`src/adc_seq_pkg.sv`:
```
package adc_seq_pkg;

   // ---------------------------------------------------------------
   // register map (word per register, 16-bit data path)
   // ---------------------------------------------------------------
   localparam int             ADDR_W              = 3;
   localparam int             DATA_W              = 16;
   localparam logic [2:0]     OFS_CONTROL_STATUS  = 3'h0;
   localparam logic [2:0]     OFS_TRIGGER_CONTROL = 3'h1;
   localparam logic [2:0]     OFS_EDGE_SELECT     = 3'h2;
   localparam logic [2:0]     OFS_RESULT_BASE     = 3'h4;  // 4..7: result a..d

   // ---------------------------------------------------------------
   // field positions
   // ---------------------------------------------------------------
   localparam int             BIT_END_FLAG        = 7;
   localparam int             BIT_IRQ_ENABLE      = 6;
   localparam int             BIT_GO              = 5;
   localparam int             BIT_SCAN            = 4;
   localparam int             BIT_SPEED           = 3;
   localparam int             BIT_TRIG_ENABLE     = 7;
   localparam int             BIT_EDGE_POLARITY   = 5;
   localparam int             RESULT_SHIFT        = 6;

   // ---------------------------------------------------------------
   // values after reset and fixed read values
   // ---------------------------------------------------------------
   localparam logic [7:0]     CSR_RESET           = 8'h00;
   localparam logic [5:0]     TRIG_RSVD_ONES      = 6'h3f;
   localparam logic [9:0]     RESULT_RESET        = 10'h000;
   localparam logic [15:0]    RDATA_RESET         = 16'h0000;

   // ---------------------------------------------------------------
   // conversion times, in states; one state is one core_clk cycle
   // ---------------------------------------------------------------
   localparam int             CYCLES_PER_STATE    = 1;
   localparam int             SLOW_FIRST_STATES   = 134;
   localparam int             FAST_FIRST_STATES   = 70;
   localparam int             SLOW_NEXT_STATES    = 128;
   localparam int             FAST_NEXT_STATES    = 66;
   localparam int             SLOW_FIRST_CYCLES   = SLOW_FIRST_STATES * CYCLES_PER_STATE;
   localparam int             FAST_FIRST_CYCLES   = FAST_FIRST_STATES * CYCLES_PER_STATE;
   localparam int             SLOW_NEXT_CYCLES    = SLOW_NEXT_STATES * CYCLES_PER_STATE;
   localparam int             FAST_NEXT_CYCLES    = FAST_NEXT_STATES * CYCLES_PER_STATE;
   localparam int             TIMER_W             = 8;

   // ---------------------------------------------------------------
   // types
   // ---------------------------------------------------------------
   typedef enum logic [0:0] {
      ST_IDLE    = 1'b0,
      ST_CONVERT = 1'b1
   } seq_state_t;

   typedef struct packed {
      logic       go;       // one-cycle start pulse to the analog core
      logic [2:0] channel;  // input to sample
   } conv_req_t;

   typedef struct packed {
      logic       done;     // one-cycle pulse, result valid
      logic [9:0] result;
   } conv_ans_t;

endpackage

```
`src/adc_sequencer_control.sv`:
```
`timescale 1ns/1ps
// Behaviour
// - single mode: end flag (csr bit 7) sets when the channel's conversion ends
// - scan mode: end flag sets after each full pass over the selected channels
// - end flag clears only by writing 0 after reading it as 1
// - interrupt request is high while end flag and enable bit 6 are both 1
// - writing 1 to go bit 5 starts conversion in the current mode and channels
// - single mode: go bit self-clears when the conversion ends, back to waiting
// - scan mode: conversions continue until go cleared by software, reset or standby
// - bit 4 selects mode: 0 single, 1 scan
// - bit 3 selects speed: 0 gives 134 states, 1 gives 70 states at most
// - single mode: channel bits 2..0 pick one input, 000 input 0 to 111 input 7
// - scan mode: bit 2 picks group, bits 1..0 give the last channel scanned
// - trigger enable (trigger reg bit 7) lets the chosen pin edge start conversion
// - trigger edge polarity comes from a bit in the edge select register
// - trigger reg bits 6..1 read as 1 and ignore writes
// - results stored left aligned in bits 15..6, low six bits read zero
// - scan passes start at the group's first input and restart there each pass
// - a qualifying trigger edge sets the go bit, then acts like a software start
// - scan conversions after the first take 128 states slow, 66 states fast
module adc_sequencer_control (
   input  wire logic                                core_clk,
   input  wire logic                                reset,
   input  wire logic [adc_seq_pkg::ADDR_W-1:0]      bus_addr,
   input  wire logic [adc_seq_pkg::DATA_W-1:0]      bus_wdata,
   input  wire logic                                bus_write,
   input  wire logic                                bus_read,
   output      logic [adc_seq_pkg::DATA_W-1:0]      bus_rdata,
   input  wire logic                                ext_trigger_pin,
   input  wire logic                                standby,
   output      adc_seq_pkg::conv_req_t              core_req,
   input  wire adc_seq_pkg::conv_ans_t              core_ans,
   output      logic                                conversion_end_irq
);

   // ---------------------------------------------------------------
   // state
   // ---------------------------------------------------------------
   logic                                   conversion_end_flag;
   logic                                   end_irq_enable;
   logic                                   conversion_go;
   logic                                   scan_mode;
   logic                                   conversion_speed_select;
   logic [2:0]                             channel_sel;
   logic                                   ext_trigger_enable;
   logic                                   trig_rsvd_bit0;
   logic                                   trigger_edge_polarity;
   logic                                   flag_armed;
   logic                                   trig_prev;
   adc_seq_pkg::seq_state_t                state;
   logic [adc_seq_pkg::TIMER_W-1:0]        timer;
   logic [1:0]                             cur_ch;
   logic                                   done_seen;
   logic [9:0]                             results [4];

   // ---------------------------------------------------------------
   // bus decode
   // ---------------------------------------------------------------
   wire logic wr_csr   = bus_write && (bus_addr == adc_seq_pkg::OFS_CONTROL_STATUS);
   wire logic wr_trig  = bus_write && (bus_addr == adc_seq_pkg::OFS_TRIGGER_CONTROL);
   wire logic wr_edge  = bus_write && (bus_addr == adc_seq_pkg::OFS_EDGE_SELECT);
   wire logic rd_csr   = bus_read && (bus_addr == adc_seq_pkg::OFS_CONTROL_STATUS);
   wire logic wr_go    = wr_csr && bus_wdata[adc_seq_pkg::BIT_GO];
   wire logic wr_flag0 = wr_csr && !bus_wdata[adc_seq_pkg::BIT_END_FLAG];

   // a start write uses the mode, speed and channel written beside it, so
   // software may set go together with the fields it changes
   wire logic       sel_scan  = wr_csr ? bus_wdata[adc_seq_pkg::BIT_SCAN] : scan_mode;
   wire logic       sel_speed = wr_csr ? bus_wdata[adc_seq_pkg::BIT_SPEED] :
                                         conversion_speed_select;
   wire logic [2:0] sel_ch    = wr_csr ? bus_wdata[2:0] : channel_sel;

   // ---------------------------------------------------------------
   // trigger edge; pin is already synchronous to core_clk
   // ---------------------------------------------------------------
   wire logic rise_edge = ext_trigger_pin && !trig_prev;
   wire logic fall_edge = !ext_trigger_pin && trig_prev;
   wire logic pol_edge  = trigger_edge_polarity ? rise_edge : fall_edge;
   wire logic trig_start = ext_trigger_enable && pol_edge;

   // ---------------------------------------------------------------
   // conversion sequencing terms
   // ---------------------------------------------------------------
   wire logic converting = (state == adc_seq_pkg::ST_CONVERT);
   wire logic timer_zero = (timer == '0);
   wire logic conv_end   = converting && timer_zero && (done_seen || core_ans.done);
   wire logic last_ch    = (cur_ch == channel_sel[1:0]);
   wire logic pass_end   = conv_end && (!scan_mode || last_ch);

   // go bit: trigger and software set it; a csr write of 0, single mode end or standby clears it
   logic next_go;
   always_comb begin
      if (standby) begin
         next_go = 1'b0;
      end else if (trig_start || wr_go) begin
         next_go = 1'b1;
      end else if (wr_csr) begin
         next_go = 1'b0;
      end else if (conv_end && !scan_mode) begin
         next_go = 1'b0;
      end else begin
         next_go = conversion_go;
      end
   end

   // a launch opens every conversion: from idle, or straight after one ends
   wire logic launch = next_go && (!converting || conv_end);
   wire logic first  = !converting;

   // scan walks up from the group's first input; single uses the field as is
   wire logic [1:0] next_ch_lo =
      !sel_scan ? sel_ch[1:0] :
      (converting && !last_ch) ? 2'(cur_ch + 2'h1) : 2'h0;

   // first conversion uses the longest time, later scan ones the fixed time
   wire logic [adc_seq_pkg::TIMER_W-1:0] load_cycles =
      first ? (sel_speed ?
               adc_seq_pkg::TIMER_W'(adc_seq_pkg::FAST_FIRST_CYCLES - 1) :
               adc_seq_pkg::TIMER_W'(adc_seq_pkg::SLOW_FIRST_CYCLES - 1)) :
              (sel_speed ?
               adc_seq_pkg::TIMER_W'(adc_seq_pkg::FAST_NEXT_CYCLES - 1) :
               adc_seq_pkg::TIMER_W'(adc_seq_pkg::SLOW_NEXT_CYCLES - 1));

   // next state
   adc_seq_pkg::seq_state_t next_state;
   always_comb begin
      unique case (state)
         adc_seq_pkg::ST_IDLE: begin
            next_state = launch ? adc_seq_pkg::ST_CONVERT : adc_seq_pkg::ST_IDLE;
         end
         adc_seq_pkg::ST_CONVERT: begin
            next_state = next_go ? adc_seq_pkg::ST_CONVERT : adc_seq_pkg::ST_IDLE;
         end
      endcase
   end

   // end flag: hardware set wins over the software clear
   wire logic next_flag = pass_end ? 1'b1 :
                          (wr_flag0 && flag_armed) ? 1'b0 :
                          conversion_end_flag;
   wire logic next_ie   = wr_csr ? bus_wdata[adc_seq_pkg::BIT_IRQ_ENABLE] : end_irq_enable;

   // ---------------------------------------------------------------
   // read mux; unmapped addresses read zero
   // ---------------------------------------------------------------
   wire logic [7:0] csr_view = {conversion_end_flag, end_irq_enable, conversion_go,
                                scan_mode, conversion_speed_select, channel_sel};
   wire logic [7:0] trig_view = {ext_trigger_enable, adc_seq_pkg::TRIG_RSVD_ONES,
                                 trig_rsvd_bit0};
   wire logic [7:0] edge_view = 8'(trigger_edge_polarity) << adc_seq_pkg::BIT_EDGE_POLARITY;
   wire logic [15:0] result_view =
      {results[bus_addr[1:0]], 6'h00};
   wire logic [15:0] next_rdata =
      !bus_read ? adc_seq_pkg::RDATA_RESET :
      bus_addr[2] ? result_view :
      (bus_addr == adc_seq_pkg::OFS_CONTROL_STATUS)  ? {8'h00, csr_view}  :
      (bus_addr == adc_seq_pkg::OFS_TRIGGER_CONTROL) ? {8'h00, trig_view} :
      (bus_addr == adc_seq_pkg::OFS_EDGE_SELECT)     ? {8'h00, edge_view} :
      adc_seq_pkg::RDATA_RESET;

   // ---------------------------------------------------------------
   // control and status registers
   // ---------------------------------------------------------------
   // mode, speed and channel take effect at the next launch; changing them
   // mid-conversion is software's hazard, so no interlock is spent on it
   always_ff @(posedge core_clk) begin
      if (reset) begin
         {end_irq_enable, scan_mode, conversion_speed_select, channel_sel} <= '0;
      end else if (wr_csr) begin
         end_irq_enable          <= bus_wdata[adc_seq_pkg::BIT_IRQ_ENABLE];
         scan_mode               <= bus_wdata[adc_seq_pkg::BIT_SCAN];
         conversion_speed_select <= bus_wdata[adc_seq_pkg::BIT_SPEED];
         channel_sel             <= bus_wdata[2:0];
      end
   end

   // flag, arm, go and interrupt; irq is registered from the next values
   always_ff @(posedge core_clk) begin
      if (reset) begin
         conversion_end_flag <= 1'b0;
         flag_armed          <= 1'b0;
         conversion_go       <= 1'b0;
         conversion_end_irq  <= 1'b0;
      end else begin
         conversion_end_flag <= next_flag;
         flag_armed          <= rd_csr ? conversion_end_flag : (wr_csr ? 1'b0 : flag_armed);
         conversion_go       <= next_go;
         conversion_end_irq  <= next_flag && next_ie;
      end
   end

   // trigger control and edge select
   always_ff @(posedge core_clk) begin
      if (reset) begin
         ext_trigger_enable    <= 1'b0;
         trig_rsvd_bit0        <= 1'b0;
         trigger_edge_polarity <= 1'b0;
         trig_prev             <= 1'b0;
      end else begin
         if (wr_trig) begin
            ext_trigger_enable <= bus_wdata[adc_seq_pkg::BIT_TRIG_ENABLE];
            trig_rsvd_bit0     <= bus_wdata[0];
         end
         if (wr_edge) begin
            trigger_edge_polarity <= bus_wdata[adc_seq_pkg::BIT_EDGE_POLARITY];
         end
         trig_prev <= ext_trigger_pin;
      end
   end

   // ---------------------------------------------------------------
   // sequencer and core request
   // ---------------------------------------------------------------
   always_ff @(posedge core_clk) begin
      if (reset) begin
         state     <= adc_seq_pkg::ST_IDLE;
         timer     <= '0;
         cur_ch    <= 2'h0;
         done_seen <= 1'b0;
         core_req  <= '0;
      end else begin
         state        <= next_state;
         core_req.go  <= launch;
         if (launch) begin
            timer            <= load_cycles;
            cur_ch           <= next_ch_lo;
            done_seen        <= 1'b0;
            core_req.channel <= {sel_ch[2], next_ch_lo};
         end else begin
            timer     <= timer_zero ? timer : adc_seq_pkg::TIMER_W'(timer - 1'b1);
            done_seen <= done_seen || (converting && core_ans.done);
         end
      end
   end

   // results: one register per position in the group, written on done
   genvar gi;
   generate
      for (gi = 0; gi < 4; gi++) begin : g_result
         always_ff @(posedge core_clk) begin
            if (reset) begin
               results[gi] <= adc_seq_pkg::RESULT_RESET;
            end else if (converting && core_ans.done && cur_ch == 2'(gi)) begin
               results[gi] <= core_ans.result;
            end
         end
      end
   endgenerate

   always_ff @(posedge core_clk) begin
      if (reset) begin
         bus_rdata <= adc_seq_pkg::RDATA_RESET;
      end else begin
         bus_rdata <= next_rdata;
      end
   end

   // ---------------------------------------------------------------
   // checks
   // ---------------------------------------------------------------
   // helper: cycles since the last core start, and the expected length
   logic [adc_seq_pkg::TIMER_W-1:0] conv_len;
   logic [adc_seq_pkg::TIMER_W-1:0] exp_len;
   always_ff @(posedge core_clk) begin
      if (reset) begin
         conv_len <= '0;
         exp_len  <= '0;
      end else begin
         conv_len <= core_req.go ? adc_seq_pkg::TIMER_W'(2) :
                     adc_seq_pkg::TIMER_W'(conv_len + 1'b1);
         if (launch) begin
            exp_len <= adc_seq_pkg::TIMER_W'(load_cycles + 1'b1);
         end
      end
   end
endmodule

```
`config.mk`:
```
export PLATFORM = sky130hd
export DESIGN_NAME = adc_sequencer_control
export DESIGN_NICKNAME = d
export VERILOG_FILES = /design/src/adc_seq_pkg.sv /design/src/adc_sequencer_control.sv
export SDC_FILE = /design/constraint.sdc
export NUM_CORES = 1
export LEC_CHECK = 0
export BUFFER_PORTS_ARGS = -buffer_cell sky130_fd_sc_hd__buf_2
export CORE_MARGIN = 3
export CORE_UTILIZATION = 40
export CTS_CLUSTER_DIAMETER = 50
export DETAILED_ROUTE_END_ITERATION = 7
export PLACE_DENSITY = 0.59
export SLEW_MARGIN = 20
export SYNTH_ARGS = -nofsm -noshare
export SYNTH_HDL_FRONTEND = slang
export SYNTH_SLANG_ARGS = --single-unit
```
`constraint.sdc`:
```
create_clock -name core_clk -period 2.6 [get_ports core_clk]
set_clock_uncertainty 0.2 [all_clocks]
set_input_delay 0.26 -clock core_clk [delete_from_list [all_inputs] [get_ports core_clk]]
set_output_delay 0.26 -clock core_clk [all_outputs]
set_load 0.05 [all_outputs]
```
## Word-level counts from Yosys, hierarchy flattened

Memory sizes are Yosys's and may differ from the RTL's.
Index checks and enable logic that the tools add are counted.

| word-level totals | value |
|---|---|
| input port bits | 36 |
| register bits | 46 |
| memories kept | 1 |
| RAM bits | 40 |
| output and inout bits | 21 |

Memories:

| name | depth | bits a word | rd ports | clocked after Yosys merged registers in | write ports | RTL line | text |
|---|---|---|---|---|---|---|---|
| results | 4 | 10 | 1 | 0 | 4 | adc_sequencer_control.sv:54 | `logic [9:0] results [4];` |

| operators by class | value |
|---|---|
| eq/ne operators | 7 |
| add/sub/neg operators | 2 |
| bitwise logic cells | 6 |
| mux-type cells | 45 |
| reduce and logical (&&, ||, !) cells | 40 |

Operators by type and width:

| kind | count |
|---|---|
| $mux W8 | 6 |
| $mux W10 | 4 |
| $mux W1 | 28 |
| $logic_and A1 B1 Y1 | 22 |
| $mux W16 | 1 |
| $mux W6 | 2 |
| $logic_not A8 Y1 | 1 |
| $sub A8 B1 Y8 const B | 1 |
| $logic_not A1 Y1 | 6 |
| $logic_or A1 B1 Y1 | 5 |
| $eq A2 B2 Y1 const B | 2 |
| $mux W2 | 2 |
| $or A1 B1 Y1 | 4 |
| $reduce_or A2 Y1 | 2 |
| $eq A3 B1 Y1 const B | 1 |
| $eq A3 B2 Y1 const B | 1 |
| $logic_not A3 Y1 | 1 |
| $mux W3 | 1 |
| $reduce_or A3 Y1 | 1 |
| $add A2 B1 Y2 const B | 1 |
| $eq A2 B1 Y1 const B | 1 |
| $eq A2 B2 Y1 | 1 |
| $logic_not A2 Y1 | 1 |
| $ne A2 B1 Y1 const B | 1 |
| other kinds (3) | 4 |

## Longest topological paths before layout

| depth | value |
|---|---|
| word-level depth | 11 |
| mapped depth | 8 |

## Worst setup path before layout

Ideal clock, no wire load.

| timing path | value |
|---|---|
| path kind | register to register |
| start | register timer[0] in the netlist's numbering |
| end | register timer[1] in the netlist's numbering |
| buffers on the path | 1 |
| library setup time | 0.116 ns |
| period minus slack after synthesis | 2.114 ns |
| stages on the path, launching flop included | 9 |
| path slack | 0.486 ns |
| arrival time | 1.798 ns |
| cells stage by stage | dfxtp_1 -> inv_1 -> ha_1 -> nor3b_1 -> nand2_1 -> o21ai_0 -> nand2_1 -> buf_2 -> a31o_2 |

| on the way | value |
|---|---|
| word-level cells in the longest chain between the ends | 10 |

Ends and longest elaborated chain:

| item | RTL line | text |
|---|---|---|
| start, declared | adc_sequencer_control.sv:51 | `logic [adc_seq_pkg::TIMER_W-1:0] timer;` |
| start signal, assigned | adc_sequencer_control.sv:225 | `timer <= load_cycles;` |
| start signal, assigned | adc_sequencer_control.sv:230 | `timer <= timer_zero ? timer : adc_seq_pkg::TIMER_W'(timer - 1'b1);` |
| $logic_not A8 Y1 | adc_sequencer_control.sv:85 | `wire logic timer_zero = (timer == '0);` |
| $logic_and A1 B1 Y1 (2 in a row) | adc_sequencer_control.sv:86 | `wire logic conv_end = converting && timer_zero && (done_seen \|\| core_ans.done);` |
| $logic_and A1 B1 Y1 | adc_sequencer_control.sv:99 | `end else if (conv_end && !scan_mode) begin` |
| $mux W1 | adc_sequencer_control.sv:99 |  |
| $mux W1 | adc_sequencer_control.sv:97 | `end else if (wr_csr) begin` |
| $mux W1 | adc_sequencer_control.sv:95 | `end else if (trig_start \|\| wr_go) begin` |
| $mux W1 | adc_sequencer_control.sv:93 | `if (standby) begin` |
| $logic_and A1 B1 Y1 | adc_sequencer_control.sv:107 | `wire logic launch = next_go && (!converting \|\| conv_end);` |
| $ne A2 B1 Y1 (no source line) or $mux W8 (tied branches) | n/a |  |

Parallel ways exist; a longest one is shown, timed or not. The select of a mux whose other input is x is not followed.
A chain may end at the register's enable or synchronous reset.

## Worst setup path after layout

| timing path | value |
|---|---|
| start | register timer[0] in the netlist's numbering |
| end | register core_req[2] in the netlist's numbering |

| on the way | value |
|---|---|
| word-level cells in the longest chain between the ends | 9 |

Ends and longest elaborated chain:

| item | RTL line | text |
|---|---|---|
| $logic_not A8 Y1 (*) | adc_sequencer_control.sv:85 |  |
| $logic_and A1 B1 Y1 (*) (2 in a row) | adc_sequencer_control.sv:86 |  |
| $logic_and A1 B1 Y1 | adc_sequencer_control.sv:99 |  |
| $mux W1 | adc_sequencer_control.sv:99 |  |
| $mux W1 | adc_sequencer_control.sv:97 |  |
| $mux W1 | adc_sequencer_control.sv:95 |  |
| $mux W1 | adc_sequencer_control.sv:93 |  |
| $logic_and A1 B1 Y1 (*) | adc_sequencer_control.sv:107 |  |
| end, declared | adc_sequencer_control.sv:31 | `output adc_seq_pkg::conv_req_t core_req,` |

Every way passes the cells marked *; elsewhere a longest branch is shown, timed or not.

==> impl_metrics.csv <==
group,metric,value,unit
pwr,p_per_area,704.6,nW/um^2
synthesis,ys_types,49,
global_routing,grt_usage,16.67,%
final_layout,nNetsFinal,423,
clock_network,cts_buffers,9,
setup_path,worstRegToRegCells,7,
synthesis,synth_edf_count,40,
timing,rsz0062_at_grt,"no",
routing,finalWirelength,8370,um
setup_path,cp-startpoint,"timer[0]$_SDFFE_PP0P_",
final_layout,area_growth,17.35,%
worst_hold_path,hold_path_depth,2,
outcome,status,"completed",
placed_design,hpwl,5540,um
timing,period_minus_slack,2.338,ns
synthesis,async_reset_ff_share,0,%
routing,via_count,2668,
die,die_h,102.8,um
global_routing,grt_pass1_vias,2621,
clock_network,clk-insertion-delay-late,0.35,ns
clock_network,cts_tree,"built",
pwr,vdd_drop_max,509.3,uV
worst_hold_path,hold_start,"bus_read",
synthesis,syn_nets,367,
synthesis,ys.flop_type,"dfxtp_1",
routing,avgRoutedWirePerCell,16.94,um
timing,drv_slew,0,
setup_path,r2r-start,"timer[0]$_SDFFE_PP0P_",
setup_path,crit_path_start_kind,"register",
worst_hold_path,min_path_type,"in -> reg",
setup_path,critPathTopFamily,"simple AND/OR/NAND/NOR gates",
setup_path,crit_path_max_incr_delay,0.33,ns
routing,postRouteAntennaNets,0,
routing,drc_errors,0,
synthesis,ys_warn_count,0,
die,start_util,41.97,%
final_layout,antennaDiodeCount,0,
routing,drt_iter0_markers,189,
synthesis,netlist_instances,325,
placed_design,gp_congestion,0.8396,
setup_path,endpoint_kind,"register",
setup_path,crit_buf_inv,1,
setup_path,worstPathRequired,2.64,ns
job,drv_cap,0,
synthesis,ys_seq_area_share,55.52,%
setup_path,path_cells,"inv_1, ha_1, nor3b_1, nand2_1, o21ai_0, nand2_1, a31o_2",
die,core-area,8934,um^2
routing,routed_via_density,5.401,
timing,hold_ws,0.04047,ns
clock_network,cts_sinks,84,
placed_design,io_buffers,48,
die,ios,57,
setup_path,crit_type,"reg -> reg",
routing,firstDrtPassIters,4,
clock_network,cts.htree.levels,3,
global_routing,grt_antenna_before_repair,0,
synthesis,synth.avg_cell_area,11.54,um^2
setup_path,crit_fanout,11,
setup_path,crit_slowest_cell,"dfxtp_1",
synthesis,syn_area,3750,um^2
timing,setup_violations,0,
die,rows,34,
setup_path,crit_top_cell,"nand2_1",
timing,tns,0,ns
synthesis,ys_ff_latch,84,
global_routing,grt_pass1_wl,13320,um
final_layout,layout-drive-gt1-share,24.09,%
pwr,power_leakage,1.899,nW
setup_path,reg2reg_to,"core_req[2]$_SDFFE_PP0P_",
clock_network,root_buffer,"clkbuf_8",
clock_network,clockBufferDepth,2,
timing,slew_headroom,54.04,%
global_routing,grt_max_degree,41,
timing,finalHoldViolCount,0,
timing,worstMarginPinSlew,0.6842,ns
die,dieArea,10570,um^2
clock_network,post_cts_buffers,0,
timing,fmax,427.8,MHz
global_routing,grt_overflow,0,
worst_hold_path,min_to,"bus_rdata[6]$_SDFF_PP0_",
clock_network,clk_pin_slew_worst_paths,0.09,ns
timing,min_period_over_period,89.91,%
setup_path,crit_arrival,2.38,ns
setup_path,r2r_slack,0.26,ns
die,die_w,102.8,um
-- cell type report --
type / count / area (um^2)
inverters: 8 / 30.03
repair buffers: 65 / 387.9
flip-flops and latches: 84 / 2082
well taps: 108 / 135.1
fillers: 833 / 4533
multi-input cells: 213 / 1543
clock inverters: 7 / 98.84
clock buffers: 9 / 123.9
-- flip-flops by register name, summed over array words and instances, names as in the netlist --
register,flops
timer,8
trigger_edge_polarity,1
flag_armed,1
conversion_go,1
channel_sel,3
conversion_end_flag,1
converting,1
conversion_speed_select,1
end_irq_enable,1
bus_rdata,16
conversion_end_irq,1
core_req,4
scan_mode,1
done_seen,1
results,40
ext_trigger_enable,1
trig_prev,1
trig_rsvd_bit0,1
-- cell families (layout without fill, tap and decap cells) --
family | after synthesis | in the layout | synth area share [%]
AND/OR/NAND/NOR | 131 | 131 | 19.89
XOR/XNOR | 6 | 6 | 1.401
buffers and inverters | 28 | 89 | 3.337
flip-flops | 84 | 84 | 55.52
AO/OA/AOI/OAI | 53 | 53 | 9.643
multiplexers | 17 | 17 | 8.208
adder cells (fa/ha/maj) | 6 | 6 | 2.002
-- cells in the mapped netlist (2+ instances only) --
| cell type | count | area share (%) |
|---|---|---|
| nand4_1 | 2 | 0.33 |
| nand3b_1 | 3 | 0.60 |
| clkbuf_1 | 14 | 1.4 |
| mux4_2 | 8 | 4.8 |
| ha_1 | 6 | 2.0 |
| nor3b_1 | 3 | 0.60 |
| nor3_1 | 6 | 0.80 |
| o21ai_0 | 6 | 0.80 |
| and2_1 | 3 | 0.50 |
| buf_2 | 4 | 0.53 |
| nor2_1 | 20 | 2.0 |
| a32oi_1 | 2 | 0.47 |
| edfxtp_1 | 40 | 32 |
| a21oi_1 | 20 | 2.7 |
| a22oi_1 | 3 | 0.60 |
| xor2_1 | 4 | 0.93 |
| xnor2_1 | 2 | 0.47 |
| buf_6 | 2 | 0.60 |
| dfxtp_1 | 44 | 23 |
| a31o_2 | 5 | 1.2 |
| and3_1 | 42 | 7.0 |
| nand3_1 | 5 | 0.67 |
| mux4_1 | 2 | 1.4 |
| inv_1 | 8 | 0.80 |
| mux2i_1 | 6 | 1.6 |
| o2111ai_1 | 4 | 0.93 |
| a211oi_1 | 2 | 0.40 |
| nor2b_1 | 9 | 1.5 |
| nand2_1 | 30 | 3.0 |
-- power breakdown --
part	total (W)	leakage, nW	switching [W]	internal (W)
clock network	0.00104	0.110	0.000489	0.000548
registers	0.00153	0.771	0.0000635	0.00146
logic	0.000537	1.02	0.000288	0.000249
-- metal layers --
layer / global-route usage [%] / vias to the layer above / wire length [um]
met5: 0 / - / 0
li1: - / 1323 / -
met3: 2.909 / 11 / 390
met4: 6.275 / 0 / 107
met1: 23.32 / 1259 / 3950
met2: 26.07 / 75 / 3922
-- layout by cell type, fill, tap and decap left out, drive strengths merged, types with 5 or more instances in the layout --
master	n
and3	43
mux4	10
o21ai	6
ha	6
clkbuf	9
nand3	5
buf	57
inv	10
nor3	6
a31o	5
dlygate4sd3	8
mux2i	6
nand2	30
nor2	20
edfxtp	40
a21oi	20
dfxtp	44
nor2b	9
-- per-stage QoR --
stage	area (um^2)	util [%]	power, W	setup slack [ns]	std cells
2_1_floorplan	3750	-	0.001965	0.4857	325
3_3_place_gp	4098	45.87	0.002080	0.2979	470
3_5_place_dp	4098	45.87	0.002086	0.2760	470
4_1_cts	4400	49.26	0.003121	0.2393	494
5_1_grt	4400	49.26	0.003248	0.04052	494
6_report	4400	49.26	0.003101	0.2624	494
-- worst max-delay path by stage --
stage	slack [ns]	endpoint	depth (start not counted)
finish	0.26	core_req[2]$_SDFFE_PP0P_	7
global route	0.04	timer[6]$_SDFFE_PP0P_	7
CTS	0.24	core_req[2]$_SDFFE_PP0P_	7
global placement	0.30	core_req[2]$_SDFFE_PP0P_	7
floorplan	0.49	timer[1]$_SDFFE_PP0P_	8
detailed placement	0.28	timer[6]$_SDFFE_PP0P_	7
-- repair_timing --
action	CTS	global route
endpoints found under the hold margin	9	0
setup endpoints to repair	0	0
gates resized for setup	0	0
hold buffers	8	0
Note: power is estimated with default switching activity, not from simulation.
